<file path="src/rtl/comparator_control_pkg.sv">
`default_nettype none
package comparator_control_pkg;
  // Register byte offsets
  localparam logic [3:0] first_control_register = 4'h0;
  localparam logic [3:0] source_select_register = 4'h2;
  localparam logic [3:0] interrupt_control_register = 4'h6;
  localparam logic [3:0] status_register = 4'h7;
  localparam logic [3:0] sleep_state_register = 4'h8;

  // First control register fields
  localparam int ctrl_enable_bit = 0;
  localparam int ctrl_hys_lsb = 1;
  localparam int ctrl_edge_lsb = 4;
  localparam int ctrl_pad_bit = 6;
  localparam int ctrl_standby_bit = 7;
  localparam int ctrl_lowpower_bit = 3;

  // Source select register fields
  localparam int src_neg_lsb = 0;
  localparam int src_pos_bit = 3;
  localparam int src_invert_bit = 7;

  // Status fields
  localparam int status_flag_bit = 0;
  localparam int status_level_bit = 4;

  localparam logic [7:0] reg_reset = 8'h00;
  localparam logic [1:0] bus_okay = 2'b00;
  localparam logic [1:0] bus_slverr = 2'b10;

  // Interrupt edge codes
  localparam logic [1:0] any_edge_code = 2'h0;
  localparam logic [1:0] falling_edge_code = 2'h2;
  localparam logic [1:0] rising_edge_code = 2'h3;

  // Sleep states
  localparam logic [1:0] sleep_active = 2'h0;
  localparam logic [1:0] sleep_idle = 2'h1;
  localparam logic [1:0] sleep_standby = 2'h2;
  localparam logic [1:0] sleep_powerdown = 2'h3;

  // Start-up timing
  localparam int clock_hz = 25000000;
  localparam real startup_time_us = 2.5;
  localparam int startup_cycles = int'($ceil(startup_time_us * clock_hz / 1.0e6));
  localparam int level_sync_stages = 3;

  typedef enum logic [1:0] {bus_idle, bus_wresp, bus_rresp} bus_state_t;
endpackage : comparator_control_pkg
`default_nettype wire

</file>
<file path="src/rtl/comparator_control.sv">
// Overview of operation
// - Result is 1 only when positive input exceeds negative input.
// - Result treated invalid for 2.5 us after the comparator switches on.
// - Hysteresis field offers off plus three levels.
// - Pad output enable drives result onto pin; off by default.
// - Writing 1 to enable bit switches the comparator on.
// - Enabled comparator result is offered to event router automatically.
// - Event output follows result combinationally, unsynchronised.
// - Block has no event inputs.
// - Selected edge of the result sets the comparator flag.
// - Interrupt enable bit gates the comparator interrupt source.
// - Interrupt request asserts when enable and flag are both set.
// - Request holds until software clears the flag or the interrupt enable bit.
// - Idle sleep leaves everything working as in active operation.
// - Standby turns comparator off unless standby run bit set.
// - Standby run updates event, pad and level bit; flag and interrupts only while peripheral clock is requested.
// - Power-down disables comparator and pad regardless of standby bit.
// - Debug halt does not affect the comparator.
// - Low-power setting trades power for longer propagation delay.
// - Edge codes: 0 both, 2 falling, 3 rising, 1 reserved.
// - Writing 1 to the flag clears it; writing 0 does nothing.
// - Status level bit shows result after three-cycle synchroniser.
// - Invert bit inverts the result for every consumer.
//
// Added by the designer: the AXI4-Lite interface to the registers and the register offsets.
`default_nettype none
module comparator_control
  import comparator_control_pkg::*;
#(
  parameter int startup_count = startup_cycles
) (
  input wire logic clock,
  input wire logic rst_n,
  input wire logic clock_enable,
  // AXI4-Lite slave
  input wire logic [3:0] s_axi_awaddr,
  input wire logic s_axi_awvalid,
  output logic s_axi_awready,
  input wire logic [31:0] s_axi_wdata,
  input wire logic [3:0] s_axi_wstrb,
  input wire logic s_axi_wvalid,
  output logic s_axi_wready,
  output logic [1:0] s_axi_bresp,
  output logic s_axi_bvalid,
  input wire logic s_axi_bready,
  input wire logic [3:0] s_axi_araddr,
  input wire logic s_axi_arvalid,
  output logic s_axi_arready,
  output logic [31:0] s_axi_rdata,
  output logic [1:0] s_axi_rresp,
  output logic s_axi_rvalid,
  input wire logic s_axi_rready,
  // Analog core
  input wire logic core_result,
  output logic core_enable,
  output logic core_low_power,
  output logic [1:0] hysteresis_select,
  output logic positive_source_select,
  output logic [1:0] negative_source_select,
  // System
  input wire logic [1:0] sleep_state,
  input wire logic peripheral_clock_requested,
  input wire logic debug_halt,
  output logic result_valid,
  output logic pad_out,
  output logic pad_out_enable_n,
  output logic event_out,
  output logic interrupt_request
);
  import comparator_control_pkg::*;

  typedef struct packed {
    bus_state_t bus;
    logic [31:0] rdata;
    logic [1:0] resp;
    logic aw_held;
    logic [3:0] aw_addr;
    logic w_held;
    logic [7:0] w_data;
    logic w_strb0;
    logic [7:0] ctrl;
    logic [7:0] src;
    logic int_enable;
    logic flag;
    logic prev_level;
    logic [15:0] startup;
    logic core_on;
    logic pad_drive;
    logic irq;
    logic [1:0] sleep_q1;
    logic [1:0] sleep_q2;
  } state_t;

  state_t s;
  state_t next_s;
  logic level_sync;
  logic enabled_now;
  logic status_updates;
  logic edge_hit;
  logic [3:0] waddr;
  logic [7:0] wbyte;
  logic do_write;

  // Read data for one register, narrow values in the low byte
  function automatic logic [31:0] read_value(input state_t st, input logic [3:0] a,
                                              input logic lvl);
    logic [7:0] v;
    v = 8'h00;
    case (a)
      first_control_register: v = st.ctrl;
      source_select_register: v = st.src;
      interrupt_control_register: v = {7'h00, st.int_enable};
      status_register: v = {3'h0, lvl, 3'h0, st.flag};
      sleep_state_register: v = {6'h00, st.sleep_q2};
      default: v = 8'h00;
    endcase
    return {24'h000000, v};
  endfunction : read_value

  function automatic logic mapped(input logic [3:0] a);
    return (a == first_control_register) || (a == source_select_register) ||
           (a == interrupt_control_register) || (a == status_register) ||
           (a == sleep_state_register);
  endfunction : mapped

  // Synchronised, inverted result; invert reaches status and edge logic
  result_synchroniser #(
    .stages(level_sync_stages)
  ) u_sync (
    .clock(clock),
    .rst_n(rst_n),
    .clock_enable(clock_enable),
    .async_in(core_result ^ s.src[src_invert_bit]),
    .sync_out(level_sync)
  );

  // Combinational next-state logic
  always_comb begin
    next_s = s;
    waddr = s.aw_held ? s.aw_addr : s_axi_awaddr;
    wbyte = s.w_held ? s.w_data : s_axi_wdata[7:0];
    do_write = 1'b0;
    enabled_now = 1'b0;
    status_updates = 1'b0;
    edge_hit = 1'b0;

    // Write address and data may arrive in either order
    if (s.bus == bus_idle) begin
      if (s_axi_awvalid && !s.aw_held) begin
        next_s.aw_held = 1'b1;
        next_s.aw_addr = s_axi_awaddr;
      end
      if (s_axi_wvalid && !s.w_held) begin
        next_s.w_held = 1'b1;
        next_s.w_data = s_axi_wdata[7:0];
        next_s.w_strb0 = s_axi_wstrb[0];
      end
      if ((s.aw_held || s_axi_awvalid) && (s.w_held || s_axi_wvalid)) begin
        do_write = s.w_held ? s.w_strb0 : s_axi_wstrb[0];
        do_write = do_write && mapped(waddr);
        next_s.resp = mapped(waddr) ? bus_okay : bus_slverr;
        next_s.aw_held = 1'b0;
        next_s.w_held = 1'b0;
        next_s.bus = bus_wresp;
      end else if (s_axi_arvalid && !s.aw_held && !s.w_held) begin
        next_s.rdata = read_value(s, s_axi_araddr, level_sync);
        next_s.resp = mapped(s_axi_araddr) ? bus_okay : bus_slverr;
        next_s.bus = bus_rresp;
      end
    end else if (s.bus == bus_wresp && s_axi_bready) begin
      next_s.bus = bus_idle;
    end else if (s.bus == bus_rresp && s_axi_rready) begin
      next_s.bus = bus_idle;
    end

    // Register writes
    if (do_write) begin
      case (waddr)
        first_control_register: next_s.ctrl = wbyte;
        source_select_register: next_s.src = wbyte & 8'h8b;
        interrupt_control_register: next_s.int_enable = wbyte[0];
        default: next_s.ctrl = next_s.ctrl;
      endcase
    end

    // Sleep gating; debug halt deliberately ignored
    next_s.sleep_q1 = sleep_state;
    next_s.sleep_q2 = s.sleep_q1;
    case (s.sleep_q2)
      sleep_standby: enabled_now = s.ctrl[ctrl_enable_bit] && s.ctrl[ctrl_standby_bit];
      sleep_powerdown: enabled_now = 1'b0;
      default: enabled_now = s.ctrl[ctrl_enable_bit];
    endcase
    status_updates = (s.sleep_q2 != sleep_standby) || peripheral_clock_requested;
    next_s.core_on = enabled_now;
    next_s.pad_drive = enabled_now && s.ctrl[ctrl_pad_bit];

    // Start-up window counter after switch-on
    if (!enabled_now) begin
      next_s.startup = 16'(startup_count);
    end else if (s.startup != 16'h0000) begin
      next_s.startup = s.startup - 16'h0001;
    end

    // Edge detection on synchronised level, only when valid and enabled
    if (s.core_on && s.startup == 16'h0000 && status_updates) begin
      case (s.ctrl[ctrl_edge_lsb +: 2])
        any_edge_code: edge_hit = level_sync != s.prev_level;
        falling_edge_code: edge_hit = s.prev_level && !level_sync;
        rising_edge_code: edge_hit = !s.prev_level && level_sync;
        default: edge_hit = 1'b0;
      endcase
    end
    next_s.prev_level = s.core_on ? level_sync : 1'b0;

    // Flag: a new edge wins over a clearing write
    if (edge_hit) begin
      next_s.flag = 1'b1;
    end else if (do_write && waddr == status_register && wbyte[status_flag_bit]) begin
      next_s.flag = 1'b0;
    end
    next_s.irq = next_s.flag && next_s.int_enable;
  end

  // State register; clock enable freezes everything
  always_ff @(posedge clock or negedge rst_n) begin
    if (!rst_n) begin
      s <= '{bus: bus_idle, startup: 16'hffff, default: '0};
    end else if (clock_enable) begin
      s <= next_s;
    end
  end

  assign s_axi_awready = (s.bus == bus_idle) && !s.aw_held;
  assign s_axi_wready = (s.bus == bus_idle) && !s.w_held;
  assign s_axi_arready = (s.bus == bus_idle) && !s.aw_held && !s.w_held && !s_axi_awvalid &&
                         !s_axi_wvalid;
  assign s_axi_bvalid = s.bus == bus_wresp;
  assign s_axi_bresp = s.resp;
  assign s_axi_rvalid = s.bus == bus_rresp;
  assign s_axi_rdata = s.rdata;
  assign s_axi_rresp = s.resp;

  assign core_enable = s.core_on;
  assign core_low_power = s.ctrl[ctrl_lowpower_bit];
  assign hysteresis_select = s.ctrl[ctrl_hys_lsb +: 2];
  assign positive_source_select = s.src[src_pos_bit];
  assign negative_source_select = s.src[src_neg_lsb +: 2];
  assign result_valid = s.core_on && (s.startup == 16'h0000);
  // Unsynchronised on purpose: the event router wants the raw result
  assign event_out = s.core_on && (core_result ^ s.src[src_invert_bit]);
  assign pad_out = s.pad_drive && (core_result ^ s.src[src_invert_bit]);
  assign pad_out_enable_n = !s.pad_drive;
  assign interrupt_request = s.irq;
endmodule : comparator_control
`default_nettype wire

</file>
<file path="src/rtl/result_synchroniser.sv">
`default_nettype none
// Carries the asynchronous comparator result into the clock domain
module result_synchroniser #(
  parameter int stages = 3
) (
  input wire logic clock,
  input wire logic rst_n,
  input wire logic clock_enable,
  input wire logic async_in,
  output logic sync_out
);
  logic [stages-1:0] chain;

  // Only the last stage is read; earlier stages feed nothing else
  always_ff @(posedge clock or negedge rst_n) begin
    if (!rst_n) begin
      chain <= '0;
    end else if (clock_enable) begin
      chain <= {chain[stages-2:0], async_in};
    end
  end
  assign sync_out = chain[stages-1];
endmodule : result_synchroniser
`default_nettype wire

</file>
<file path="config.mk">
export PLATFORM = sky130hd
export DESIGN_NAME = comparator_control
export DESIGN_NICKNAME = d
export VERILOG_FILES = /design/src/rtl/comparator_control_pkg.sv /design/src/rtl/comparator_control.sv /design/src/rtl/result_synchroniser.sv
export SDC_FILE = /design/constraint.sdc
export NUM_CORES = 1
export LEC_CHECK = 0
export ABC_AREA = 0
export ABC_CLOCK_PERIOD_IN_PS = 4260
export BUFFER_PORTS_ARGS = -buffer_cell sky130_fd_sc_hd__buf_4
export CAP_MARGIN = 20
export CORE_MARGIN = 10
export CORE_UTILIZATION = 52
export DETAILED_ROUTE_END_ITERATION = 7
export GPL_TIMING_DRIVEN = 0
export PLACE_DENSITY = 0.8
export SYNTH_ARGS = -nofsm -noshare
export SYNTH_HDL_FRONTEND = slang
export SYNTH_SLANG_ARGS = --single-unit
export TNS_END_PERCENT = 30
</file>
<file path="constraint.sdc">
create_clock -name clock -period 4.26 [get_ports clock]
set_input_delay 0.213 -clock clock [delete_from_list [all_inputs] [get_ports clock]]
set_output_delay 0.213 -clock clock [all_outputs]
set_load 0.01 [all_outputs]
</file>
==> results by group <==
Placed design
  • Routability Congestion: 0.8578
  • Port bufs: 52
  • DPL Wire Length: 6.743 mm

STA
  • Final worst-path cycle share: 63.83%
  • Final min period: 2.719 ns
  • Worst rel slew slack: 44.48%
  • Max-slew violation count: 0
  • Fmax: 367.8 MHz
  • Setup violations, final: 0
  • Setup TNS: 0 ns
  • RSZ-0062 raised after global routing: false
  • Worst Tran Pin Value: roughly 0.83 ns
  • Worst Clk Skew: around 0.013 ns
  • Count of final hold-check violations: 0

Setup path
  • RR Endpoint: s[7]
  • Slowest-stage cell, CP: or3b_2
  • CP endpoint kind: output port
  • Critical Path Start: s[7]
  • Arr. time, crit path: 2.51 ns
  • R2r worst-path depth: 7
  • Worst EP required: 4.05 ns
  • Max FO, Critical Path: 6
  • CP Capture Point: result_valid
  • Critical setup path kind: reg2out
  • Worst r2r src: s[7]
  • CP startpoint kind: register
  • CP peak stage delay: 0.52 ns
  • Setup slack, reg-to-reg: 1.92 ns
  • Critical path cell sequence: inv_1 > ha_1 > or3b_2 > nor3_4 > nand2_1 > nor4_1 > buf_4

Synth
  • Post-synth EDFFs: 0
  • Syn Inst Count: 368
  • Seq/Total Area, Yosys: between 40 and 50%
  • Async S/R FF share, synth: 100.0%
  • Netlist cell types: between 50 and 60
  • Mapped Area: 3821 um^2
  • #FFs+latches synth: 67
  • Syn avg cell area: approximately 10 um^2
  • Main synth FF type: dfrtp_1
  • Synth warn: 0

Layout
  • Area grow syn2layout: 21.87%
  • Most frequent cells in the layout: buf_4, dfrtp_1, mux2_2, nand2_1, conb_1
  • Leading cell type in the layout, fill and taps excluded: buf_4
  • Layout cells sized above 1: 39.61%
  • Ant diodes: 0
  • Fill count: 618
  • Final core utilization: 64.55%
  • Nets: 517

Route
  • # DRC: 0
  • Post-route ant nets: 0
  • DRT Pass-1 Iters: 4
  • M1 wire length: 3.773 mm
  • Vias per std cell: approximately 5.3
  • Wire length on met3: 575 um
  • Highest metal used: met4
  • Mean routed wirelength per cell: 15.80 um
  • Via count: 2955
  • Post-Route WL: 8.866 mm
  • First DRT Iteration DRCs: 113
  • Metal2 WL: 4.405 mm

Clock tree
  • Resize count post-CTS: 0
  • Clk Latency, worst-skew pair: between 0.3 and 0.4 ns
  • TritonCTS Buffers: 9
  • Clock sink total: 67
  • Clk buf depth: 2
  • Clock-pin slew on the worst setup and hold paths: 0.08 ns
  • TritonCTS clock tree: yes
  • CTS H-tree depth: 3
  • Post-CTS setup buffer count: 0
  • CTS root buf: clkbuf_8

Floorplanning
  • Die Y: 105.7 um
  • Total die area: roughly 11000 um^2
  • Row Count: 31
  • IO Count: between 100 and 150
  • Die W: 105.7 um
  • Starting Density: 52.97%
  • Core ar.: 7214 um^2

Global routing
  • Largest net degree at the start of global routing: 68
  • Initial antenna violation count: 0
  • Number of global-route vias before repair: 3045
  • Gr ovfl total: 0
  • First-pass GRT wire length: 15.04 mm
  • Total GRT Usage: 16.24%

Power
  • Power, Total: around 2.3 mW
  • Worst vdd ir: 0.0003777 V
  • Pleak: 2.136 nW
  • Pwr dens: a little under 500 nW/um^2

Run
  • Max-cap violations: 0

Worst hold path
  • Hold Crit Class: in2reg

Status
  • Status: finished, final reports clean
per-stage QoR:
| step | area (um^2) | setup slack, ns | hold slack [ns] | cells |
|---|---|---|---|---|
| after detailed placement | 4429 | 1.936 | 0.3661 | 544 |
| final | 4657 | 1.541 | 0.09844 | 561 |
| after CTS | 4657 | 1.574 | 0.08921 | 561 |
| after global routing | 4657 | 1.423 | 0.1013 | 561 |
| after floorplan | 3915 | 2.216 | -0.08259 | 393 |
| after global placement | 4429 | 1.949 | 0.3617 | 544 |
registers in the layout (all words and copies together) (netlist names):
register and cells:
s 45, s_axi_rdata 8, u_sync.chain 3, hysteresis_select 2
negative_source_select 2, next_s 2, core_enable 1, core_low_power 1
interrupt_request 1, positive_source_select 1, s_axi_bresp 1
kinds of logic after synthesis:
logic type               Yosys count  share of synthesized area, %
AO/OA/AOI/OAI                     73                         13.72
flip-flops                        67                         44.40
multiplexers                      47                         13.56
other                              1                       0.09814
adder cells (fa/ha/maj)            3                        0.9824
AND/OR/NAND/NOR                  109                         15.98
XOR/XNOR                           5                         1.146
buffers and inverters             63                         10.12
area by class of cell:
type                            count  area (um^2)  area share [%]
Buffer                             52        345.3           7.415
Sequential cell                    67         1697           36.43
Timing Repair Buffer               53        400.4           8.598
Inverter                           11        41.29          0.8866
Tap cell                           99        123.9           2.660
Multi-Input combinational cell    263         1832           39.33
Clock inverter                      6        90.09           1.934
Clock buffer                       10        127.6           2.740
layer usage:
| layer | track usage [%] | vias up |
|---|---|---|
| met5 | 0 | - |
| met1 | 19.71 | 1420 |
| met4 | 6.190 | 0 |
| met2 | 27.08 | 94 |
| li1 | - | 1430 |
| met3 | 4.141 | 11 |
power breakdown:
group	total, mW	switching, mW	internal, mW
clock	0.581	0.251	0.331
combinational	0.768	0.363	0.405
sequential	0.937	0.135	0.802
total	2.29	0.748	1.54
worst min-delay path by stage:
stage	start	endpoint	cells past startpoint
detailed placement	rst_n	s[42]	1
floorplan	rst_n	core_enable	0
CTS	s_axi_wdata[1]	s[44]	2
global placement	rst_n	s[42]	1
finish	s_axi_wdata[4]	s[47]	2
global route	s_axi_wdata[3]	s[46]	2
synthesized netlist by cell type (7+ instances only):
| cell type | count | area, um^2 |
|---|---|---|
| dfrtp_1 | 51 | 1276 |
| buf_4 | 40 | 300.3 |
| mux2_2 | 38 | 427.9 |
| nand2_1 | 30 | 112.6 |
| o21ai_0 | 22 | 110.1 |
| nor2_1 | 21 | 78.83 |
| a21oi_1 | 16 | 80.08 |
| dfstp_2 | 16 | 420.4 |
| inv_1 | 11 | 41.29 |
| clkbuf_1 | 10 | 37.54 |
| mux2i_1 | 9 | 90.09 |
| a31oi_1 | 7 | 43.79 |
| nand3_1 | 7 | 35.03 |
critical path, delay by kind of cell, from the launching register on:
family        cells  cell delay [ns]
simple gates      4             1.25
flops             1             0.39
buf+inv           2             0.29
fa+ha+maj         1             0.24
timing repair:
| item | 4_1_cts | 5_1_grt |
|---|---|---|
| endpoints found under the setup margin | 0 | 0 |
| hold buffers | 1 | 0 |
| hold endpoints to repair | 42 | 0 |
No activity file was read; power rests on OpenSTA's default activity.
